$ cat src/itm_pkg.sv
// constants shared by the interval timer and its count-clock generator
package itm_pkg;

    // ------------------------------------------------------------
    // register byte addresses
    // ------------------------------------------------------------
    localparam logic [31:0] CTRL_ADDR = 32'hfffff690;
    localparam logic [31:0] CMP_ADDR  = 32'hfffff694;
    localparam logic [31:0] STAT_ADDR = 32'hfffff698;

    // ------------------------------------------------------------
    // field positions and reset values
    // ------------------------------------------------------------
    localparam int          CTRL_RUN_BIT     = 7;
    localparam int          CKS_W            = 3;
    localparam logic [7:0]  CTRL_RST         = 8'h00;
    localparam logic [15:0] CMP_RST          = 16'h0000;
    localparam logic [15:0] CNT_IDLE         = 16'hffff;
    localparam int          STAT_STARTED_BIT = 0;
    localparam int          STAT_MATCH_BIT   = 1;

    // ------------------------------------------------------------
    // count clock select codes
    // ------------------------------------------------------------
    localparam logic [2:0] CKS_MAIN   = 3'h0;
    localparam logic [2:0] CKS_DIV2   = 3'h1;
    localparam logic [2:0] CKS_DIV4   = 3'h2;
    localparam logic [2:0] CKS_DIV64  = 3'h3;
    localparam logic [2:0] CKS_DIV512 = 3'h4;
    localparam logic [2:0] CKS_WATCH  = 3'h5;
    localparam logic [2:0] CKS_OSC8   = 3'h6;
    localparam logic [2:0] CKS_SUB    = 3'h7;

    // ------------------------------------------------------------
    // prescaler terminal masks and oscillator divide
    // ------------------------------------------------------------
    localparam int         PRE_W       = 9;
    localparam logic [8:0] DIV2_MASK   = 9'h001;
    localparam logic [8:0] DIV4_MASK   = 9'h003;
    localparam logic [8:0] DIV64_MASK  = 9'h03f;
    localparam logic [8:0] DIV512_MASK = 9'h1ff;
    localparam logic [2:0] OSC_LAST    = 3'h7;

    // ------------------------------------------------------------
    // bus responses
    // ------------------------------------------------------------
    localparam logic [1:0] RESP_OKAY   = 2'h0;
    localparam logic [1:0] RESP_SLVERR = 2'h2;

endpackage

$ cat src/itm_tick_if.sv
// run/select/tick bundle between the timer core and its count-clock generator
`timescale 1ns/1ps
`default_nettype none
interface itm_tick_if;
    logic       run;
    logic [2:0] sel;
    logic       tick;
    modport timer (output run, output sel, input tick);
    modport gen   (input run, input sel, output tick);
endinterface
`default_nettype wire

$ cat src/itm_tick_gen.sv
// count-clock enable generator: prescaler, pin synchronisers and source select
`timescale 1ns/1ps
`default_nettype none
module itm_tick_gen #(
    parameter int PRE_W = itm_pkg::PRE_W
) (
    input  wire logic   clk,
    input  wire logic   rstN,
    input  wire logic   watchTickIrq,
    input  wire logic   internalOscClock,
    input  wire logic   subclock,
    itm_tick_if.gen     tk
);
    // refused at elaboration: the divide-by-512 tap needs nine bits
    if (PRE_W < 9) begin : g_preCheck
        $error("prescaler must reach divide by 512");
    end

    // ------------------------------------------------------------
    // state
    // ------------------------------------------------------------
    logic [2:0]       syncA_ff;
    logic [2:0]       syncB_ff;
    logic [2:0]       prev_ff;
    logic [PRE_W-1:0] pre_ff;
    logic [2:0]       oscDiv_ff;
    logic             tick_ff;
    logic [PRE_W-1:0] nxt_pre;
    logic [2:0]       nxt_oscDiv;
    logic             nxt_tick;
    logic [2:0]       rise;
    logic [8:0]       preLow;

    // edges come from the second stage only; the first stage feeds nothing else
    assign rise   = syncB_ff & ~prev_ff;
    assign preLow = pre_ff[8:0];
    assign tk.tick = tick_ff;

    // prescaler and oscillator divider both restart while stopped
    always_comb begin
        nxt_pre    = '0;
        nxt_oscDiv = 3'h0;
        nxt_tick   = 1'b0;
        if (tk.run) begin
            nxt_pre    = pre_ff + 1'b1;
            nxt_oscDiv = rise[1] ? oscDiv_ff + 3'h1 : oscDiv_ff;
            case (tk.sel)
                itm_pkg::CKS_MAIN:   nxt_tick = 1'b1;
                itm_pkg::CKS_DIV2:   nxt_tick = (preLow & itm_pkg::DIV2_MASK) == itm_pkg::DIV2_MASK;
                itm_pkg::CKS_DIV4:   nxt_tick = (preLow & itm_pkg::DIV4_MASK) == itm_pkg::DIV4_MASK;
                itm_pkg::CKS_DIV64:  nxt_tick = (preLow & itm_pkg::DIV64_MASK) == itm_pkg::DIV64_MASK;
                itm_pkg::CKS_DIV512: nxt_tick = preLow == itm_pkg::DIV512_MASK;
                itm_pkg::CKS_WATCH:  nxt_tick = rise[0];
                itm_pkg::CKS_OSC8:   nxt_tick = rise[1] && (oscDiv_ff == itm_pkg::OSC_LAST);
                itm_pkg::CKS_SUB:    nxt_tick = rise[2];
                default:             nxt_tick = 1'b0;
            endcase
        end
    end

    // registers; tick is a one-cycle enable, never a derived clock
    always_ff @(posedge clk or negedge rstN) begin
        if (!rstN) begin
            syncA_ff  <= 3'h0;
            syncB_ff  <= 3'h0;
            prev_ff   <= 3'h0;
            pre_ff    <= '0;
            oscDiv_ff <= 3'h0;
            tick_ff   <= 1'b0;
        end else begin
            syncA_ff  <= {subclock, internalOscClock, watchTickIrq};
            syncB_ff  <= syncA_ff;
            prev_ff   <= syncB_ff;
            pre_ff    <= nxt_pre;
            oscDiv_ff <= nxt_oscDiv;
            tick_ff   <= nxt_tick;
        end
    end
endmodule
`default_nettype wire

$ cat src/itm_interval_timer.sv
// 16-bit clear-and-start interval timer with an AXI4-Lite register slave
//
// Added by the designer: the AXI4-Lite register port.
`timescale 1ns/1ps
`default_nettype none
module itm_interval_timer (
    input  wire logic        core_clk,
    input  wire logic        arst_n,
    input  wire logic [31:0] s_axi_awaddr,
    input  wire logic        s_axi_awvalid,
    output var  logic        s_axi_awready,
    input  wire logic [31:0] s_axi_wdata,
    input  wire logic [3:0]  s_axi_wstrb,
    input  wire logic        s_axi_wvalid,
    output var  logic        s_axi_wready,
    output var  logic [1:0]  s_axi_bresp,
    output var  logic        s_axi_bvalid,
    input  wire logic        s_axi_bready,
    input  wire logic [31:0] s_axi_araddr,
    input  wire logic        s_axi_arvalid,
    output var  logic        s_axi_arready,
    output var  logic [31:0] s_axi_rdata,
    output var  logic [1:0]  s_axi_rresp,
    output var  logic        s_axi_rvalid,
    input  wire logic        s_axi_rready,
    input  wire logic        watchTickIrq,
    input  wire logic        internalOscClock,
    input  wire logic        subclock,
    output var  logic        compareMatchIrq
);
    // ------------------------------------------------------------
    // reset release
    // ------------------------------------------------------------
    logic rstA_ff;
    logic rstN_ff;

    // assert at once, release after two edges
    always_ff @(posedge core_clk or negedge arst_n) begin
        if (!arst_n) begin
            rstA_ff <= 1'b0;
            rstN_ff <= 1'b0;
        end else begin
            rstA_ff <= 1'b1;
            rstN_ff <= rstA_ff;
        end
    end

    // ------------------------------------------------------------
    // count clock generator
    // ------------------------------------------------------------
    itm_tick_if tkBus ();

    itm_tick_gen #(
        .PRE_W (itm_pkg::PRE_W)
    ) u_tick (
        .clk              (core_clk),
        .rstN             (rstN_ff),
        .watchTickIrq     (watchTickIrq),
        .internalOscClock (internalOscClock),
        .subclock         (subclock),
        .tk               (tkBus.gen)
    );

    // ------------------------------------------------------------
    // state
    // ------------------------------------------------------------
    logic                     awReady_ff;
    logic                     wReady_ff;
    logic                     awHeld_ff;
    logic                     wHeld_ff;
    logic [31:0]              awAddr_ff;
    logic [31:0]              wData_ff;
    logic [3:0]               wStrb_ff;
    logic                     bValid_ff;
    logic [1:0]               bResp_ff;
    logic                     arReady_ff;
    logic                     rValid_ff;
    logic [31:0]              rData_ff;
    logic [1:0]               rResp_ff;
    logic                     run_ff;
    logic [itm_pkg::CKS_W-1:0] cks_ff;
    logic [15:0]              cmp_ff;
    logic [15:0]              cnt_ff;
    logic                     irq_ff;
    logic                     started_ff;
    logic                     matchSeen_ff;

    logic                     nxt_awReady;
    logic                     nxt_wReady;
    logic                     nxt_awHeld;
    logic                     nxt_wHeld;
    logic [31:0]              nxt_awAddr;
    logic [31:0]              nxt_wData;
    logic [3:0]               nxt_wStrb;
    logic                     nxt_bValid;
    logic [1:0]               nxt_bResp;
    logic                     nxt_arReady;
    logic                     nxt_rValid;
    logic [31:0]              nxt_rData;
    logic [1:0]               nxt_rResp;
    logic                     nxt_run;
    logic [itm_pkg::CKS_W-1:0] nxt_cks;
    logic [15:0]              nxt_cmp;
    logic [15:0]              nxt_cnt;
    logic                     nxt_irq;
    logic                     nxt_started;
    logic                     nxt_matchSeen;

    logic                     doWrite;
    logic                     hitCtrl;
    logic                     hitCmp;
    logic                     hitStat;
    logic                     match;
    logic [7:0]               ctrlView;

    assign tkBus.run = run_ff;
    assign tkBus.sel = cks_ff;

    // bits 6:3 are not stored and read back as zero
    assign ctrlView = {run_ff, 4'h0, cks_ff};

    // ------------------------------------------------------------
    // write channel
    // ------------------------------------------------------------
    // address and data are caught in either order; the write lands once both are held
    assign doWrite = awHeld_ff && wHeld_ff && !bValid_ff;
    assign hitCtrl = awAddr_ff == itm_pkg::CTRL_ADDR;
    assign hitCmp  = awAddr_ff == itm_pkg::CMP_ADDR;
    assign hitStat = awAddr_ff == itm_pkg::STAT_ADDR;

    always_comb begin
        nxt_awHeld = awHeld_ff;
        nxt_wHeld  = wHeld_ff;
        nxt_awAddr = awAddr_ff;
        nxt_wData  = wData_ff;
        nxt_wStrb  = wStrb_ff;
        nxt_bValid = bValid_ff;
        nxt_bResp  = bResp_ff;
        if (s_axi_awvalid && awReady_ff) begin
            nxt_awHeld = 1'b1;
            nxt_awAddr = s_axi_awaddr;
        end
        if (s_axi_wvalid && wReady_ff) begin
            nxt_wHeld = 1'b1;
            nxt_wData = s_axi_wdata;
            nxt_wStrb = s_axi_wstrb;
        end
        if (doWrite) begin
            nxt_awHeld = 1'b0;
            nxt_wHeld  = 1'b0;
            nxt_bValid = 1'b1;
            nxt_bResp  = (hitCtrl || hitCmp || hitStat) ? itm_pkg::RESP_OKAY
                                                         : itm_pkg::RESP_SLVERR;
        end else if (bValid_ff && s_axi_bready) begin
            nxt_bValid = 1'b0;
        end
        // ready only while the slot is empty and no response is pending
        nxt_awReady = !nxt_awHeld && !nxt_bValid;
        nxt_wReady  = !nxt_wHeld && !nxt_bValid;
    end

    // ------------------------------------------------------------
    // read channel
    // ------------------------------------------------------------
    // the count itself has no address, so it cannot be read
    // ready returns once no read data is pending, also out of reset
    always_comb begin
        nxt_arReady = arReady_ff || !rValid_ff;
        nxt_rValid  = rValid_ff;
        nxt_rData   = rData_ff;
        nxt_rResp   = rResp_ff;
        if (s_axi_arvalid && arReady_ff) begin
            nxt_arReady = 1'b0;
            nxt_rValid  = 1'b1;
            nxt_rResp   = itm_pkg::RESP_OKAY;
            nxt_rData   = 32'h0000_0000;
            if (s_axi_araddr == itm_pkg::CTRL_ADDR) begin
                nxt_rData = {24'h00_0000, ctrlView};
            end else if (s_axi_araddr == itm_pkg::CMP_ADDR) begin
                nxt_rData = {16'h0000, cmp_ff};
            end else if (s_axi_araddr == itm_pkg::STAT_ADDR) begin
                nxt_rData = {30'h0, matchSeen_ff, started_ff};
            end else begin
                nxt_rResp = itm_pkg::RESP_SLVERR;
            end
        end else if (rValid_ff && s_axi_rready) begin
            nxt_rValid  = 1'b0;
            nxt_arReady = 1'b1;
        end
    end

    // ------------------------------------------------------------
    // registers and counter
    // ------------------------------------------------------------
    // compare is taken only as a full low halfword; run-time rewrites are
    // software's to avoid, the hardware simply takes them
    assign match = tkBus.tick && (cnt_ff == cmp_ff);

    always_comb begin
        nxt_run       = run_ff;
        nxt_cks       = cks_ff;
        nxt_cmp       = cmp_ff;
        nxt_matchSeen = matchSeen_ff;
        if (doWrite && hitCtrl && wStrb_ff[0]) begin
            nxt_run = wData_ff[itm_pkg::CTRL_RUN_BIT];
            nxt_cks = wData_ff[itm_pkg::CKS_W-1:0];
        end
        if (doWrite && hitCmp && (wStrb_ff[1:0] == 2'h3)) begin
            nxt_cmp = wData_ff[15:0];
        end
        if (doWrite && hitStat && wStrb_ff[0] && wData_ff[itm_pkg::STAT_MATCH_BIT]) begin
            nxt_matchSeen = 1'b0;
        end
        // a match in the clearing cycle still sets the flag
        if (run_ff && match) begin
            nxt_matchSeen = 1'b1;
        end
        // stopped: counter parked at all-ones, no enable reaches it
        nxt_cnt     = itm_pkg::CNT_IDLE;
        nxt_started = 1'b0;
        nxt_irq     = 1'b0;
        if (run_ff) begin
            nxt_cnt     = cnt_ff;
            nxt_started = started_ff;
            if (tkBus.tick) begin
                nxt_started = 1'b1;
                if (match) begin
                    nxt_cnt = 16'h0000;
                    nxt_irq = 1'b1;
                end else begin
                    // all-ones wraps to zero on the first tick
                    nxt_cnt = cnt_ff + 16'h0001;
                end
            end
        end
    end

    // all state on the released reset
    always_ff @(posedge core_clk or negedge rstN_ff) begin
        if (!rstN_ff) begin
            awReady_ff   <= 1'b0;
            wReady_ff    <= 1'b0;
            awHeld_ff    <= 1'b0;
            wHeld_ff     <= 1'b0;
            awAddr_ff    <= 32'h0000_0000;
            wData_ff     <= 32'h0000_0000;
            wStrb_ff     <= 4'h0;
            bValid_ff    <= 1'b0;
            bResp_ff     <= itm_pkg::RESP_OKAY;
            arReady_ff   <= 1'b0;
            rValid_ff    <= 1'b0;
            rData_ff     <= 32'h0000_0000;
            rResp_ff     <= itm_pkg::RESP_OKAY;
            run_ff       <= itm_pkg::CTRL_RST[itm_pkg::CTRL_RUN_BIT];
            cks_ff       <= itm_pkg::CTRL_RST[itm_pkg::CKS_W-1:0];
            cmp_ff       <= itm_pkg::CMP_RST;
            cnt_ff       <= itm_pkg::CNT_IDLE;
            irq_ff       <= 1'b0;
            started_ff   <= 1'b0;
            matchSeen_ff <= 1'b0;
        end else begin
            awReady_ff   <= nxt_awReady;
            wReady_ff    <= nxt_wReady;
            awHeld_ff    <= nxt_awHeld;
            wHeld_ff     <= nxt_wHeld;
            awAddr_ff    <= nxt_awAddr;
            wData_ff     <= nxt_wData;
            wStrb_ff     <= nxt_wStrb;
            bValid_ff    <= nxt_bValid;
            bResp_ff     <= nxt_bResp;
            arReady_ff   <= nxt_arReady;
            rValid_ff    <= nxt_rValid;
            rData_ff     <= nxt_rData;
            rResp_ff     <= nxt_rResp;
            run_ff       <= nxt_run;
            cks_ff       <= nxt_cks;
            cmp_ff       <= nxt_cmp;
            cnt_ff       <= nxt_cnt;
            irq_ff       <= nxt_irq;
            started_ff   <= nxt_started;
            matchSeen_ff <= nxt_matchSeen;
        end
    end

    // ------------------------------------------------------------
    // outputs
    // ------------------------------------------------------------
    assign s_axi_awready   = awReady_ff;
    assign s_axi_wready    = wReady_ff;
    assign s_axi_bvalid    = bValid_ff;
    assign s_axi_bresp     = bResp_ff;
    assign s_axi_arready   = arReady_ff;
    assign s_axi_rvalid    = rValid_ff;
    assign s_axi_rdata     = rData_ff;
    assign s_axi_rresp     = rResp_ff;
    assign compareMatchIrq = irq_ff;
endmodule
`default_nettype wire

$ cat config.mk
export PLATFORM = sky130hd
export DESIGN_NAME = itm_interval_timer
export DESIGN_NICKNAME = d
export VERILOG_FILES = /design/src/itm_pkg.sv /design/src/itm_tick_if.sv /design/src/itm_tick_gen.sv /design/src/itm_interval_timer.sv
export SDC_FILE = /design/constraint.sdc
export NUM_CORES = 1
export LEC_CHECK = 0
export BUFFER_PORTS_ARGS = -buffer_cell sky130_fd_sc_hd__buf_2
export CORE_MARGIN = 4
export CORE_UTILIZATION = 53
export CTS_CLUSTER_SIZE = 40
export DETAILED_ROUTE_END_ITERATION = 12
export PLACE_DENSITY = 0.8
export SLEW_MARGIN = 20
export SYNTH_ARGS = -nofsm -noshare
export SYNTH_HDL_FRONTEND = slang
export SYNTH_HIERARCHICAL = 1
export SYNTH_SLANG_ARGS = --single-unit
$ cat constraint.sdc
create_clock -name core_clk -period 4.7 [get_ports core_clk]
set_clock_uncertainty 0.1 [all_clocks]
set_input_delay 0.47 -clock core_clk [delete_from_list [all_inputs] [get_ports core_clk]]
set_output_delay 0.47 -clock core_clk [all_outputs]
set_load 0.02 [all_outputs]
==> run summary <==
Iteration-0 DRC Markers - 228
Min-Delay Path Class - primary input to flip-flop
Cells after synthesis - 495
DRC - 0
Fin crit share - 59.1%
Sw Share - 25.9%
Clock power share - 38.6%
Reg power frac - 47.0%
Final Hold Viols - 0
RSZ-0062 raised after global routing - false
Critical Path Max Stage Delay - 610 ps
Total number of vias - 4249
Routed WL - 13000 um
Vias per Instance - 5.53
Commonest non-fill, non-tap cells in the layout - dfrtp_1 (121), buf_2 (115), mux2_2 (60)
Clk sinks - 138
# setup viols final - 0
R2r worst-path depth - 5
PwrDens - 464 nW/um2
WP depth - 5
Worst r2r src - awAddr_ff[5]
Flops & latches, synth - 138
Share of cells above drive strength 1 - 39.0%
Vias in the first global route - 4313
Detailed placement HPWL - 9350 um
Ys flop type - dfrtp_1
Core area - 11000 um2
Cell Area, Synth - 6100 um2
Ranking of synthesized cells by area - dfrtp_1 (50%), mux2_2 (11%), dfstp_2 (6.9%)
Reg area - 3480 um2
I/O Buffers - 115
EDFF count, synth - 0
Longest Clk Path Bufs - 2
FF-to-FF End - cmp_ff[14]
RD Place Congestion - 0.888
Cell variety after synth - 54
Root buf cell - clkbuf_16
Crit. Startpoint - awAddr_ff[5]
Status - finished clean
Clk_lat worst skew - 420 ps
Endpoint class of the critical path - flip-flop
Worst path buffer plus inverter count - 0
Die area - 13300 um2
CP Capture Point - cmp_ff[14]
Syn avg cell area - 12.3 um2
Synth async-reset ratio - 100%
Slowest stage cell, crit path - or2_1
Largest net degree at the start of global routing - 56
First-pass GRT wire length - 21100 um
Mean routed wirelength per cell - 17.0 um
Final nets - 731
I/O pin total - 152
CP Cell Sequence - or4b_1 -> nor4_2 -> nand4_1 -> or2_1 -> mux2_4
DRT Pass-1 Iters - 5
Max Fclk - 360 MHz
Sequential fraction of the synthesis area - 56.9%
Crit path launch type - flip-flop
FP Rows - 38
CTS clk-pin slew, worst paths - 60 ps
Setup Crit Path Kind - flip-flop to flip-flop
CP max FO - 16
CTS Buf Count - 17
Fillers - 795
Util after Layout - 66.5%
Maxcap violations - 0
Total Neg Setup Slack - 0 ps
Post-CTS Setup Inserts - 0
YS warnings - 6
Max Slew Vio Count - 0
Cell accounting for the most synthesized area - dfrtp_1
Multi-input gate area - 2440 um2
Largest vdd supply drop - 0.000373 V
Initial Util - 55.3%
Leak pwr - 3.42 nW
Internal power - 2.52 mW
Worst EP arrival - 2980 ps
Initial antenna violation count - 0
CP Data Required Time - 4900 ps
Reg2reg setup slack - 1920 ps
Top-area cell type share of the netlist area - 50.1%
H-tree depth - 4
Slew margin rel. - 32.7%
Actual slew at the worst max-slew pin - 1000 ps
Die height - 115 um
Area Overhead vs Synth - 20.2%
CTS resizes - 0
Chip width - 115 um
CTS tree - done
Worst Min Path Start - watchTickIrq
Commonest non-fill, non-tap cell in the layout - dfrtp_1
Final Critical Period - 2780 ps
ANT cells - 0
Switching power - 879 uW
Crit path max-delay family - simple AND/OR/NAND/NOR gates
GRT Util Overall - 20.4%
Gate power share - 14.4%
DRT antenna net count - 0
Grt total ovfl - 0
-- how the worst min path moves through the flow --
stage / end / depth (start not counted)
4_1_cts: u_tick/syncA_ff[0] / 1
5_1_grt: u_tick/syncA_ff[2] / 1
6_report: u_tick/syncA_ff[0] / 1
2_1_floorplan: rstA_ff / 0
3_5_place_dp: rstN_ff / 1
3_3_place_gp: rstA_ff / 1
-- registers in the layout, summed over array words and instances, names as in the netlist, 2 cells and up --
signal            flops
awAddr_ff            32
cks_ff                3
cmp_ff               16
cnt_ff               16
s_axi_rdata          16
u_tick/oscDiv_ff      3
u_tick/preLow         9
u_tick/prev_ff        3
u_tick/syncA_ff       3
u_tick/syncB_ff       3
wData_ff             16
wStrb_ff              2
-- layer usage --
| layer | share of wire [%] | track usage [%] | up-vias |
|---|---|---|---|
| met1 | 42 | 26.5 | 2068 |
| met3 | 8.2 | 6.84 | 19 |
| met2 | 49 | 32.7 | 167 |
| met4 | 1.3 | 6.34 | 0 |
| li1 | - | - | 1995 |
| met5 | 0 | 0 | - |
-- logic make-up (layout without fill, tap and decap cells) --
| logic type | after synthesis | count (layout) | synth area share, % |
|---|---|---|---|
| adder cells (fa/ha/maj) | 5 | 5 | 1.03 |
| AND/OR/NAND/NOR | 140 | 140 | 12.2 |
| AO/OA/AOI/OAI | 67 | 67 | 7.67 |
| buffers and inverters | 44 | 161 | 4.23 |
| multiplexers | 75 | 75 | 14.4 |
| XOR/XNOR | 24 | 24 | 3.45 |
| other | 2 | 19 | 0.123 |
| flip-flops | 138 | 138 | 56.9 |
-- metrics by stage --
step	std cells	setup WS (ps)	total power [mW]	hold slack, ps	instance area (um2)
4_1_cts	769	1910	3.43	43.1	7320
3_3_place_gp	736	1720	2.05	155	6720
3_5_place_dp	736	1620	2.10	163	6720
6_report	769	1920	3.40	64.1	7330
5_1_grt	769	1780	3.54	52.5	7330
2_1_floorplan	512	498	1.95	74.4	6160
-- cell type report --
type	instances	area share (%)
Clock buffer	20	6.09
Clock inverter	12	1.95
Inverter	10	0.512
Multi-Input combinational cell	330	33.3
Sequential cell	138	47.4
Tap cell	140	2.39
Timing Repair Buffer	119	8.29
-- what timing repair did --
action	CTS	global route
hold endpoints to repair	2	0
endpoints found under the setup margin	0	0
hold buffers	1	0
-- synthesized netlist by cell type (2+ instances only) --
| cell | count |
|---|---|
| o21ai_0 | 12 |
| xor2_1 | 18 |
| o311ai_0 | 2 |
| nor4_2 | 2 |
| nand3b_1 | 4 |
| nor4_1 | 8 |
| o21a_1 | 2 |
| ha_1 | 5 |
| a21oi_1 | 16 |
| dfstp_2 | 16 |
| buf_4 | 18 |
| nor2_1 | 27 |
| mux2_2 | 60 |
| inv_1 | 9 |
| mux2_4 | 10 |
| nand2b_1 | 5 |
| nor2b_1 | 4 |
| clkbuf_1 | 10 |
| nand2_1 | 32 |
| buf_1 | 3 |
| nor3_1 | 5 |
| conb_1 | 2 |
| nand4_1 | 13 |
| mux2i_1 | 5 |
| or4b_1 | 2 |
| o41ai_1 | 5 |
| or2_2 | 4 |
| nand4b_1 | 3 |
| a22o_1 | 12 |
| o31ai_1 | 3 |
| a21boi_0 | 2 |
| or3_1 | 4 |
| o221ai_1 | 5 |
| and2_1 | 2 |
| nand3_1 | 17 |
| a211oi_1 | 4 |
| dfrtp_1 | 122 |
| xnor2_1 | 6 |
-- power groups by stage --
stage / Sequential [mW] / Combinational, mW / Clock [mW]
6_report: 1.60 / 0.491 / 1.31
5_1_grt: 1.62 / 0.538 / 1.38
4_1_cts: 1.60 / 0.499 / 1.33
3_5_place_dp: 1.61 / 0.491 / 0
3_3_place_gp: 1.59 / 0.466 / 0
2_1_floorplan: 1.59 / 0.361 / 0
-- worst register-to-register path: cells and delay by family, from the launching register on --
kind / cells / cell delay [ps]
DFF: 1 / 380
and+or+nand+nor: 4 / 1740
muxes: 1 / 440
No activity file was read; power rests on OpenSTA's default activity.
